$ cat config.mk
export PLATFORM = sky130hd
export DESIGN_NAME = dpll_centre_freq_lock_detect
export DESIGN_NICKNAME = d
export VERILOG_FILES = /design/src/hdl/dpll_pkg.sv /design/src/hdl/dpll_centre_freq_lock_detect.sv /design/src/hdl/lock_run_timer.sv
export VERILOG_INCLUDE_DIRS = /design/src /design/src/hdl
export SDC_FILE = /design/constraint.sdc
export NUM_CORES = 1
export LEC_CHECK = 0
export CAP_MARGIN = 20
export CORE_MARGIN = 2
export CORE_UTILIZATION = 50
export CTS_CLUSTER_DIAMETER = 100
export CTS_CLUSTER_SIZE = 25
export DETAILED_ROUTE_END_ITERATION = 8
export DONT_BUFFER_PORTS = 1
export PLACE_DENSITY_LB_ADDON = 0.1
export RECOVER_POWER = 100
export SYNTH_ARGS = -nofsm -noshare
export SYNTH_HDL_FRONTEND = slang
export SYNTH_HIERARCHICAL = 1
export SYNTH_SLANG_ARGS = --single-unit
$ cat constraint.sdc
create_clock -name clk_sys -period 3.2 [get_ports clk_sys]
set_input_delay 0.16 -clock clk_sys [delete_from_list [all_inputs] [get_ports clk_sys]]
set_output_delay 0.16 -clock clk_sys [all_outputs]
set_load 0.02 [all_outputs]
$ cat src/hdl/dpll_cfg.svh
// register map, reset values and timing counts of the centre frequency / lock detect block
`ifndef DPLL_CFG_SVH
`define DPLL_CFG_SVH

`define ADDR_CF_LOW          16'h0042
`define ADDR_CF_HIGH         16'h0043
`define ADDR_FREQ_OFFSET     16'h0045
`define ADDR_LOCK_THRESHOLD  16'h0047
`define ADDR_LOCK_DURATION   16'h0048

`define RST_CF_LOW           16'h16b1
`define RST_CF_HIGH          16'h029f
`define RST_LOCK_THRESHOLD   16'h0000
`define RST_LOCK_DURATION    16'h0000

`define CF_HIGH_MSB          9
`define FREQ_OFFSET_MSB      14
`define CENTRE_WIDTH         26

`define CLK_PERIOD_NS        8
`define LOCK_STEP_NS         4000000
`define UNLOCK_DIVISOR       256
`define UNLOCK_SHIFT         8
// one tick is a lock step divided by the unlock divisor; a step length rounds down
`define LOCK_TICK_CYC        ((`LOCK_STEP_NS / `UNLOCK_DIVISOR) / `CLK_PERIOD_NS)

`endif

$ cat src/hdl/dpll_pkg.sv
// types shared by the centre frequency / lock detect block
package dpll_pkg;
  typedef logic [25:0] centre_t;
  typedef logic [15:0] word_t;
  typedef enum logic {LOOP_UNLOCKED, LOOP_LOCKED} lock_state_e;
endpackage : dpll_pkg

$ cat src/hdl/dpll_centre_freq_lock_detect.sv
// centre frequency registers, frequency offset status, oscillator and lock detector of the loop
`timescale 1ns/10ps
`include "dpll_cfg.svh"
// What this block does
// - centre number is low register 15:0 plus high register 9:0 on top.
// - output centre frequency is centre number over 2^26 times master clock.
// - offset register bits 14:0 show present deviation, two's complement.
// - lock threshold bounds absolute phase counted as within lock.
// - locked after phase stays within threshold for the programmed duration.
// - unlocked after phase stays above threshold for duration over 256.
// - lock duration counts unsigned steps of 4 ms.
module dpll_centre_freq_lock_detect #(
  parameter int LOCK_TICK_CYC = `LOCK_TICK_CYC
) (
  input  wire logic                 clk_sys,
  input  wire logic                 rst_n,
  input  wire logic                 hostCs,
  input  wire logic                 hostWr,
  input  wire logic                 hostRd,
  input  wire logic [15:0]          hostAddr,
  input  wire dpll_pkg::word_t      hostWdata,
  output dpll_pkg::word_t           hostRdata,
  input  wire logic [14:0]          loopFreqOffset,
  input  wire logic [16:0]          phaseDetOut,
  output dpll_pkg::centre_t         centreNumber,
  output logic                      ncoOut,
  output logic                      lockIndication
);
  import dpll_pkg::*;

  word_t       cfLowQ, cfLowD;
  logic [9:0]  cfHighQ, cfHighD;
  word_t       thresholdQ, thresholdD;
  word_t       durationQ, durationD;
  word_t       rdataQ, rdataD;
  centre_t     accQ, accD;
  centre_t     increment;
  logic [16:0] absPhase;
  logic        withinLimit;
  logic        wrEn, rdEn;

  function automatic logic hit(input logic [15:0] addr, input logic [15:0] target);
    hit = addr == target;
  endfunction : hit

  // register file
  always_comb begin
    wrEn       = hostCs && hostWr;
    rdEn       = hostCs && hostRd;
    cfLowD     = cfLowQ;
    cfHighD    = cfHighQ;
    thresholdD = thresholdQ;
    durationD  = durationQ;
    if (wrEn) begin
      if (hit(hostAddr, `ADDR_CF_LOW)) begin
        cfLowD = hostWdata;
      end
      if (hit(hostAddr, `ADDR_CF_HIGH)) begin
        cfHighD = hostWdata[`CF_HIGH_MSB:0];        // reserved upper bits not stored
      end
      if (hit(hostAddr, `ADDR_LOCK_THRESHOLD)) begin
        thresholdD = hostWdata;
      end
      if (hit(hostAddr, `ADDR_LOCK_DURATION)) begin
        durationD = hostWdata;
      end
    end
    rdataD = rdataQ;
    if (rdEn) begin
      if (hit(hostAddr, `ADDR_CF_LOW)) begin
        rdataD = cfLowQ;
      end else if (hit(hostAddr, `ADDR_CF_HIGH)) begin
        rdataD = {6'h00, cfHighQ};
      end else if (hit(hostAddr, `ADDR_FREQ_OFFSET)) begin
        rdataD = {1'b0, loopFreqOffset};
      end else if (hit(hostAddr, `ADDR_LOCK_THRESHOLD)) begin
        rdataD = thresholdQ;
      end else if (hit(hostAddr, `ADDR_LOCK_DURATION)) begin
        rdataD = durationQ;
      end else begin
        rdataD = 16'h0000;
      end
    end
  end

  always_ff @(posedge clk_sys or negedge rst_n) begin
    if (!rst_n) begin
      cfLowQ     <= `RST_CF_LOW;
      cfHighQ    <= 10'(`RST_CF_HIGH);
      thresholdQ <= `RST_LOCK_THRESHOLD;
      durationQ  <= `RST_LOCK_DURATION;
      rdataQ     <= 16'h0000;
    end else begin
      cfLowQ     <= cfLowD;
      cfHighQ    <= cfHighD;
      thresholdQ <= thresholdD;
      durationQ  <= durationD;
      rdataQ     <= rdataD;
    end
  end

  assign hostRdata    = rdataQ;
  assign centreNumber = {cfHighQ, cfLowQ};

  // phase accumulator wraps at 2^26, so its top bit runs at increment / 2^26 of clk_sys
  always_comb begin
    increment = centreNumber + {{11{loopFreqOffset[14]}}, loopFreqOffset};
    accD      = accQ + increment;
  end

  always_ff @(posedge clk_sys or negedge rst_n) begin
    if (!rst_n) begin
      accQ <= 26'h0000000;
    end else begin
      accQ <= accD;
    end
  end

  assign ncoOut = accQ[25];

  // most negative phase gives magnitude 2^16, always above any threshold
  always_comb begin
    absPhase    = phaseDetOut[16] ? 17'(-phaseDetOut) : phaseDetOut;
    withinLimit = absPhase <= {1'b0, thresholdQ};
  end

  lock_run_timer #(
    .TICK_CYC (LOCK_TICK_CYC)
  ) u_lock_run_timer (
    .clk_sys     (clk_sys),
    .rst_n       (rst_n),
    .withinLimit (withinLimit),
    .duration    (durationQ),
    .locked      (lockIndication)
  );

  property p_cf_low_write;
    @(posedge clk_sys) disable iff (!rst_n)
      (hostCs && hostWr && hostAddr == `ADDR_CF_LOW)
        |=> centreNumber[15:0] == $past(hostWdata) && centreNumber[25:16] == $past(cfHighQ);
  endproperty
  a_cf_low_write: assert property (p_cf_low_write) else $error("low centre write lost");

  property p_cf_high_write;
    @(posedge clk_sys) disable iff (!rst_n)
      (hostCs && hostWr && hostAddr == `ADDR_CF_HIGH)
        |=> centreNumber[25:16] == $past(hostWdata[9:0]) && centreNumber[15:0] == $past(cfLowQ);
  endproperty
  a_cf_high_write: assert property (p_cf_high_write) else $error("high centre write lost");

  property p_nco_step;
    @(posedge clk_sys) disable iff (!rst_n)
      // first edge after release still shows the reset value of the accumulator
      $past(rst_n) |-> accQ == 26'($past(accQ) + $past(centreNumber)
                                   + {{11{$past(loopFreqOffset[14])}}, $past(loopFreqOffset)});
  endproperty
  a_nco_step: assert property (p_nco_step) else $error("oscillator step wrong");

  property p_offset_read;
    @(posedge clk_sys) disable iff (!rst_n)
      (hostCs && hostRd && hostAddr == `ADDR_FREQ_OFFSET) |=> hostRdata[14:0] == $past(loopFreqOffset);
  endproperty
  a_offset_read: assert property (p_offset_read) else $error("offset read wrong");

  property p_offset_top_zero;
    @(posedge clk_sys) disable iff (!rst_n)
      (hostCs && hostRd && hostAddr == `ADDR_FREQ_OFFSET) |=> !hostRdata[15];
  endproperty
  a_offset_top_zero: assert property (p_offset_top_zero) else $error("offset bit 15 set");

  // reserved high bits must never leak back to the host
  property p_high_read;
    @(posedge clk_sys) disable iff (!rst_n)
      (hostCs && hostRd && hostAddr == `ADDR_CF_HIGH) |=> hostRdata == {6'h00, $past(centreNumber[25:16])};
  endproperty
  a_high_read: assert property (p_high_read) else $error("high centre read wrong");

  property p_threshold_bound;
    @(posedge clk_sys) disable iff (!rst_n)
      $rose(lockIndication) |-> $past(absPhase) <= {1'b0, $past(thresholdQ)};
  endproperty
  a_threshold_bound: assert property (p_threshold_bound) else $error("lock with phase above threshold");

  c_offset_read: cover property (@(posedge clk_sys) disable iff (!rst_n)
    hostCs && hostRd && hostAddr == `ADDR_FREQ_OFFSET && loopFreqOffset[14]);
  c_cf_trim: cover property (@(posedge clk_sys) disable iff (!rst_n)
    hostCs && hostWr && hostAddr == `ADDR_CF_LOW);
  c_nco_wrap: cover property (@(posedge clk_sys) disable iff (!rst_n) $fell(ncoOut));
endmodule : dpll_centre_freq_lock_detect

$ cat src/hdl/lock_run_timer.sv
// lock detector: measures uninterrupted runs inside or outside the phase threshold
`timescale 1ns/10ps
`include "dpll_cfg.svh"
module lock_run_timer #(
  parameter int TICK_CYC = `LOCK_TICK_CYC
) (
  input  wire logic         clk_sys,
  input  wire logic         rst_n,
  input  wire logic         withinLimit,
  input  wire dpll_pkg::word_t duration,
  output logic              locked
);
  import dpll_pkg::*;

  logic [15:0] divQ, divD;
  logic [23:0] runQ, runD;
  logic        withinPrevQ, crossing, tick;
  lock_state_e stateQ, stateD;

  always_comb begin
    crossing = withinLimit != withinPrevQ;
    tick     = !crossing && (divQ == 16'(TICK_CYC - 1));
    divD     = (crossing || tick) ? 16'h0000 : divQ + 16'h0001;
    runD     = runQ;
    if (crossing) begin
      runD = 24'h000000;
    end else if (tick && runQ != 24'hffffff) begin
      runD = runQ + 24'h000001;
    end
    stateD = stateQ;
    case (stateQ)
      LOOP_UNLOCKED: begin
        if (!crossing && withinLimit && runQ >= {duration, 8'h00}) begin
          stateD = LOOP_LOCKED;
        end
      end
      LOOP_LOCKED: begin
        if (!crossing && !withinLimit && runQ >= {8'h00, duration}) begin
          stateD = LOOP_UNLOCKED;
        end
      end
      default: stateD = LOOP_UNLOCKED;
    endcase
  end

  always_ff @(posedge clk_sys or negedge rst_n) begin
    if (!rst_n) begin
      divQ        <= 16'h0000;
      runQ        <= 24'h000000;
      withinPrevQ <= 1'b0;
      stateQ      <= LOOP_UNLOCKED;
    end else begin
      divQ        <= divD;
      runQ        <= runD;
      withinPrevQ <= withinLimit;
      stateQ      <= stateD;
    end
  end

  assign locked = stateQ == LOOP_LOCKED;

  property p_lock_after_run;
    @(posedge clk_sys) disable iff (!rst_n)
      $rose(locked) |-> $past(withinLimit) && $past(runQ) >= {$past(duration), 8'h00};
  endproperty
  a_lock_after_run: assert property (p_lock_after_run) else $error("lock declared before full run");

  property p_unlock_after_run;
    @(posedge clk_sys) disable iff (!rst_n)
      $fell(locked) |-> !$past(withinLimit) && $past(runQ) >= {8'h00, $past(duration)};
  endproperty
  a_unlock_after_run: assert property (p_unlock_after_run) else $error("unlock before short run");

  property p_restart_on_cross;
    @(posedge clk_sys) disable iff (!rst_n)
      (withinLimit != withinPrevQ) |=> runQ == 24'h000000 && divQ == 16'h0000;
  endproperty
  a_restart_on_cross: assert property (p_restart_on_cross) else $error("run not restarted");

  property p_tick_advances_run;
    @(posedge clk_sys) disable iff (!rst_n)
      (withinLimit == withinPrevQ && divQ == 16'(TICK_CYC - 1) && runQ != 24'hffffff)
        |=> runQ == $past(runQ) + 24'h000001 && divQ == 16'h0000;
  endproperty
  a_tick_advances_run: assert property (p_tick_advances_run) else $error("tick period wrong");

  c_locks: cover property (@(posedge clk_sys) disable iff (!rst_n) $rose(locked));
  c_unlocks: cover property (@(posedge clk_sys) disable iff (!rst_n) $fell(locked));
endmodule : lock_run_timer

==> impl_metrics.sql <==
INSERT INTO impl_metrics (metric_group, metric, value, unit) VALUES
('run_status', 'failing_checks', 'hold timing, setup timing', ''),
('layout', 'mostFrequentLayoutCell', 'sky130_fd_sc_hd__dfrtp_1', ''),
('synthesis', 'syn-num-nets', '1104', ''),
('floorplanning', 'fp.dieArea', '0.0204', 'mm2'),
('layout', 'layout.nets', '1161', ''),
('layout', 'final_core_utilization', '60.2', '%'),
('synthesis', 'ys_types', '80', ''),
('global_route', 'grt_max_degree', '143', ''),
('flow_run', 'drv_cap', '0', ''),
('synthesis', 'number_of_enable_flip_flop_cells_after_synthesis', '0', ''),
('sta', 'skew', '9.98', 'ps'),
('sta', 'tightest_slew', '1310', 'ps'),
('layout', 'fraction_of_final_layout_cells_with_drive_strength_greater_than_1', '15.8', '%'),
('layout', 'fillCellCount', '1582', ''),
('worst_setup_path', 'startpoint_type', 'input pin', ''),
('floorplanning', 'start_util', '51.2', '%'),
('routing', 'routed_via_density', '6.02', ''),
('worst_setup_path', 'cell_type_of_the_slowest_stage_on_the_worst_timing_path', 'sky130_fd_sc_hd__or4_4', ''),
('sta', 'slew_violations', '0', ''),
('clocking', 'clkLatencyLatePin', '420', 'ps'),
('routing', 'detail_route.drc_violations', '0', ''),
('clocking', 'cts_made_buffers', '17', ''),
('global_route', 'grt_antenna_before_repair', '2', ''),
('worst_setup_path', 'cp_cell_sequence', 'or4_4, or3_4, o31ai_4, xnor2_1, ha_1, a21o_1, a21o_1, nor2_2, o2111ai_2, a21oi_2, inv_2, ha_4, or2b_4, buf_6, nor4_2, a2111o_1, or3_4, a21oi_2', ''),
('clocking', 'ctsHtreeMaxLevel', '4', ''),
('floorplanning', 'die_width', '143', 'um'),
('global_route', 'grt_first_pass_wirelength', '42800', 'um'),
('sta', 'worst_slack', '-604', 'ps'),
('synthesis', 'ys_seq_area_share', '37.1', '%'),
('synthesis', 'post_synth_inst_count', '930', ''),
('synthesis', 'synthesis.yosys.warnings', '6', ''),
('layout', 'area_growth', '17.6', '%'),
('sta', 'layout_worst_path_cycle_share', '119', '%'),
('sta', 'fmax', '263', 'MHz'),
('clocking', 'clockBufferDepth', '2', ''),
('synthesis', 'synth_ff_type', 'sky130_fd_sc_hd__dfrtp_1', ''),
('sta', 'setup_viol_count_final', '39', ''),
('layout', 'commonest_cells_after_routing_fill_and_taps_aside', 'sky130_fd_sc_hd__dfrtp_1, sky130_fd_sc_hd__ha_1, sky130_fd_sc_hd__nand2_1', ''),
('clocking', 'tritoncts_clock_tree', 'built', ''),
('routing', 'route.detailed.wl_per_inst', '21.3', 'um'),
('clocking', 'root_buffer', 'sky130_fd_sc_hd__clkbuf_16', ''),
('worst_setup_path', 'criticalPathCategory', 'in2reg', ''),
('floorplanning', 'placement_rows', '50', ''),
('floorplanning', 'die_h', '143', 'um'),
('synthesis', 'synth.avg_cell_area', '10.4', 'um2'),
('worst_setup_path', 'endpoint_kind', 'flop', ''),
('global_route', 'grt.overflow.total', '0', ''),
('routing', 'antenna_left', '0', ''),
('global_route', 'gr-usage-all-layers', '27.5', '%'),
('layout', 'antennaDiodeCount', '0', ''),
('floorplanning', 'ports_placed_on_the_boundary', '113', ''),
('synthesis', 'async_set_reset_flop_share_out_of_synthesis', '100', '%'),
('floorplanning', 'placeableCoreArea', '0.0188', 'mm2'),
('global_route', 'grt_pass1_vias', '7831', ''),
('sta', 'hold_viol_final', '142', ''),
('pwr', 'power_density', '659', 'mW/mm2'),
('pwr', 'p_leak', '4.96', 'nW'),
('placed_design', 'placement.io_buffers', '0', ''),
('routing', 'first_iter_violations', '414', ''),
('placed_design', 'dp.final_hpwl', '19800', 'um'),
('clocking', 'clkSlewWorstSetupHoldPaths', '70', 'ps'),
('synthesis', 'summed_instance_area_of_the_synthesized_netlist', '0.00964', 'mm2'),
('placed_design', 'gpl.final_weighted_congestion', '0.943', ''),
('clocking', 'cts_hold_repair.buffers', '16', ''),
('pwr', 'worst_ir_drop_vdd', '0.603', 'mV'),
('worst_setup_path', 'reg2reg_slack', '-380', 'ps'),
('sta', 'unrepaired_setup_endpoints_after_global_routing', 'true', ''),
('synthesis', 'number_of_register_bits_inferred_by_synthesis', '142', ''),
('worst_hold_path', 'hold_path.class', 'in2async', ''),
('worst_setup_path', 'worst-endpoint-arrival', '4150', 'ps'),
('routing', 'finalWirelength', '26900', 'um'),
('worst_setup_path', 'crit_fanout', '6', ''),
('sta', 'worst_hold_slack', '-576', 'ps'),
('sta', 'min_period', '3800', 'ps'),
('routing', 'routed-via-count', '7579', ''),
('clocking', 'clock_sinks', '142', ''),
('sta', 'worst_slew_margin_rel', '12.4', '%'),
('worst_setup_path', 'worst-endpoint-required', '3550', 'ps'),
('worst_setup_path', 'critical-path-max-stage-delay', '520', 'ps'),
('routing', 'detailedRoute.firstPassIterationCount', '5', ''),
('run_status', 'outcome', 'finished, violations left', '');
[critical path, delay by kind of cell]
kind / cells / cell delay, ps
and+or+nand+nor: 6 / 1570
AOI/OAI and AO/OA: 7 / 1530
adders and majority gates: 2 / 560
xor gates and xnor gates: 1 / 160
buffers and inverters: 2 / 160
[Yosys cell counts (all sizes together) (5+ instances only)]
master | number | area, um2
dfrtp | 128 | 3200
ha | 79 | 988
mux2 | 62 | 736
nand2 | 62 | 240
nor2 | 57 | 216
inv | 53 | 199
a21oi | 49 | 245
o21ai | 47 | 235
xnor2 | 36 | 315
fa | 26 | 521
nand3 | 25 | 125
a21o | 20 | 150
nand4 | 20 | 140
buf | 17 | 110
clkbuf | 17 | 63.8
mux2i | 17 | 170
xor2 | 16 | 140
a221oi | 15 | 131
dfstp | 14 | 368
o31ai | 14 | 105
or3 | 14 | 88.8
nor2b | 12 | 75.1
nor4 | 12 | 90.1
nor3 | 11 | 55.1
o2bb2ai | 11 | 103
or4 | 10 | 78.8
nand2b | 9 | 56.3
nor4b | 9 | 106
a211oi | 7 | 52.6
o41ai | 6 | 67.6
a31oi | 5 | 31.3
[where the power goes]
part	leakage (nW)	switching, mW	internal, mW
registers	1.87	0.156	2.04
logic	2.78	1.66	1.37
clock network	0.316	0.807	1.43
[flip-flops by register name, summed over array words and instances (netlist names)]
register and flops:
hostRdata 16, durationQ 16, u_lock_run_timer/withinPrevQ 1, thresholdQ 16
u_lock_run_timer/runQ 24, cfHighQ 10, cfLowQ 16, u_lock_run_timer/divQ 16
accQ 26, u_lock_run_timer/locked 1
[per-stage QoR]
stage / worst slack [ps] / setup TNS [ps] / instance area [um2] / cells / total power, mW
6_report: -604 / -12310 / 11300 / 1260 / 7.47
5_1_grt: -727 / -17370 / 11300 / 1260 / 7.97
4_1_cts: -555 / -10330 / 11300 / 1257 / 7.42
3_5_place_dp: -1080 / -31100 / 10200 / 1204 / 4.98
3_3_place_gp: -992 / -27640 / 10200 / 1204 / 4.88
2_1_floorplan: -757 / -15240 / 9740 / 930 / 4.38
[worst paths after layout]
| kind | startpoint | end | cells past startpoint |
|---|---|---|---|
| hold / removal | rst_n | hostRdata[15] | 0 |
| max in group asynchronous | rst_n | cfHighQ[7] | 0 |
| min in group clk_sys | loopFreqOffset[0] | accQ[0] | 3 |
| hold reg to reg | u_lock_run_timer/divQ[0] | u_lock_run_timer/divQ[0] | 1 |
| setup / recovery | phaseDetOut[7] | u_lock_run_timer/runQ[21] | 18 |
| setup reg to reg | thresholdQ[2] | u_lock_run_timer/runQ[21] | 16 |
[cell type report]
| class | count | area, um2 | area share (%) |
|---|---|---|---|
| Multi-Input combinational cell | 700 | 5940 | 52.4 |
| Sequential cell | 142 | 3570 | 31.5 |
| Timing Repair Buffer | 73 | 638 | 5.63 |
| Clock buffer | 19 | 453 | 4.00 |
| Tap cell | 260 | 325 | 2.87 |
| Clock inverter | 13 | 209 | 1.84 |
| Inverter | 53 | 199 | 1.75 |
[per-layer routing]
| metal | global-route usage (%) | share of wire, % |
|---|---|---|
| met1 | 38.6 | 46 |
| met3 | 6.51 | 6.9 |
| met2 | 42.4 | 46 |
| met4 | 8.60 | 1.8 |
| met5 | 0 | 0.10 |
[timing repair]
action / in CTS / in global routing
buffers inserted: 3 / 2
pin swaps: 10 / 13
setup endpoints to repair: 40 / 41
gates resized for setup: 28 / 31
gates cloned: 3 / 0
endpoints found under the hold margin: 200 / 142
[cells by family (layout without fill, tap and decap cells)]
kind of cell	Yosys count	in the layout	share of synthesized area (%)
flip-flops	142	142	37.1
adder cells (fa/ha/maj)	105	105	15.7
XOR/XNOR	52	52	4.73
AO/OA/AOI/OAI	201	201	14.2
AND/OR/NAND/NOR	263	263	15.0
multiplexers	79	79	9.40
buffers and inverters	88	158	3.97
(Power assumes the default switching activity.)
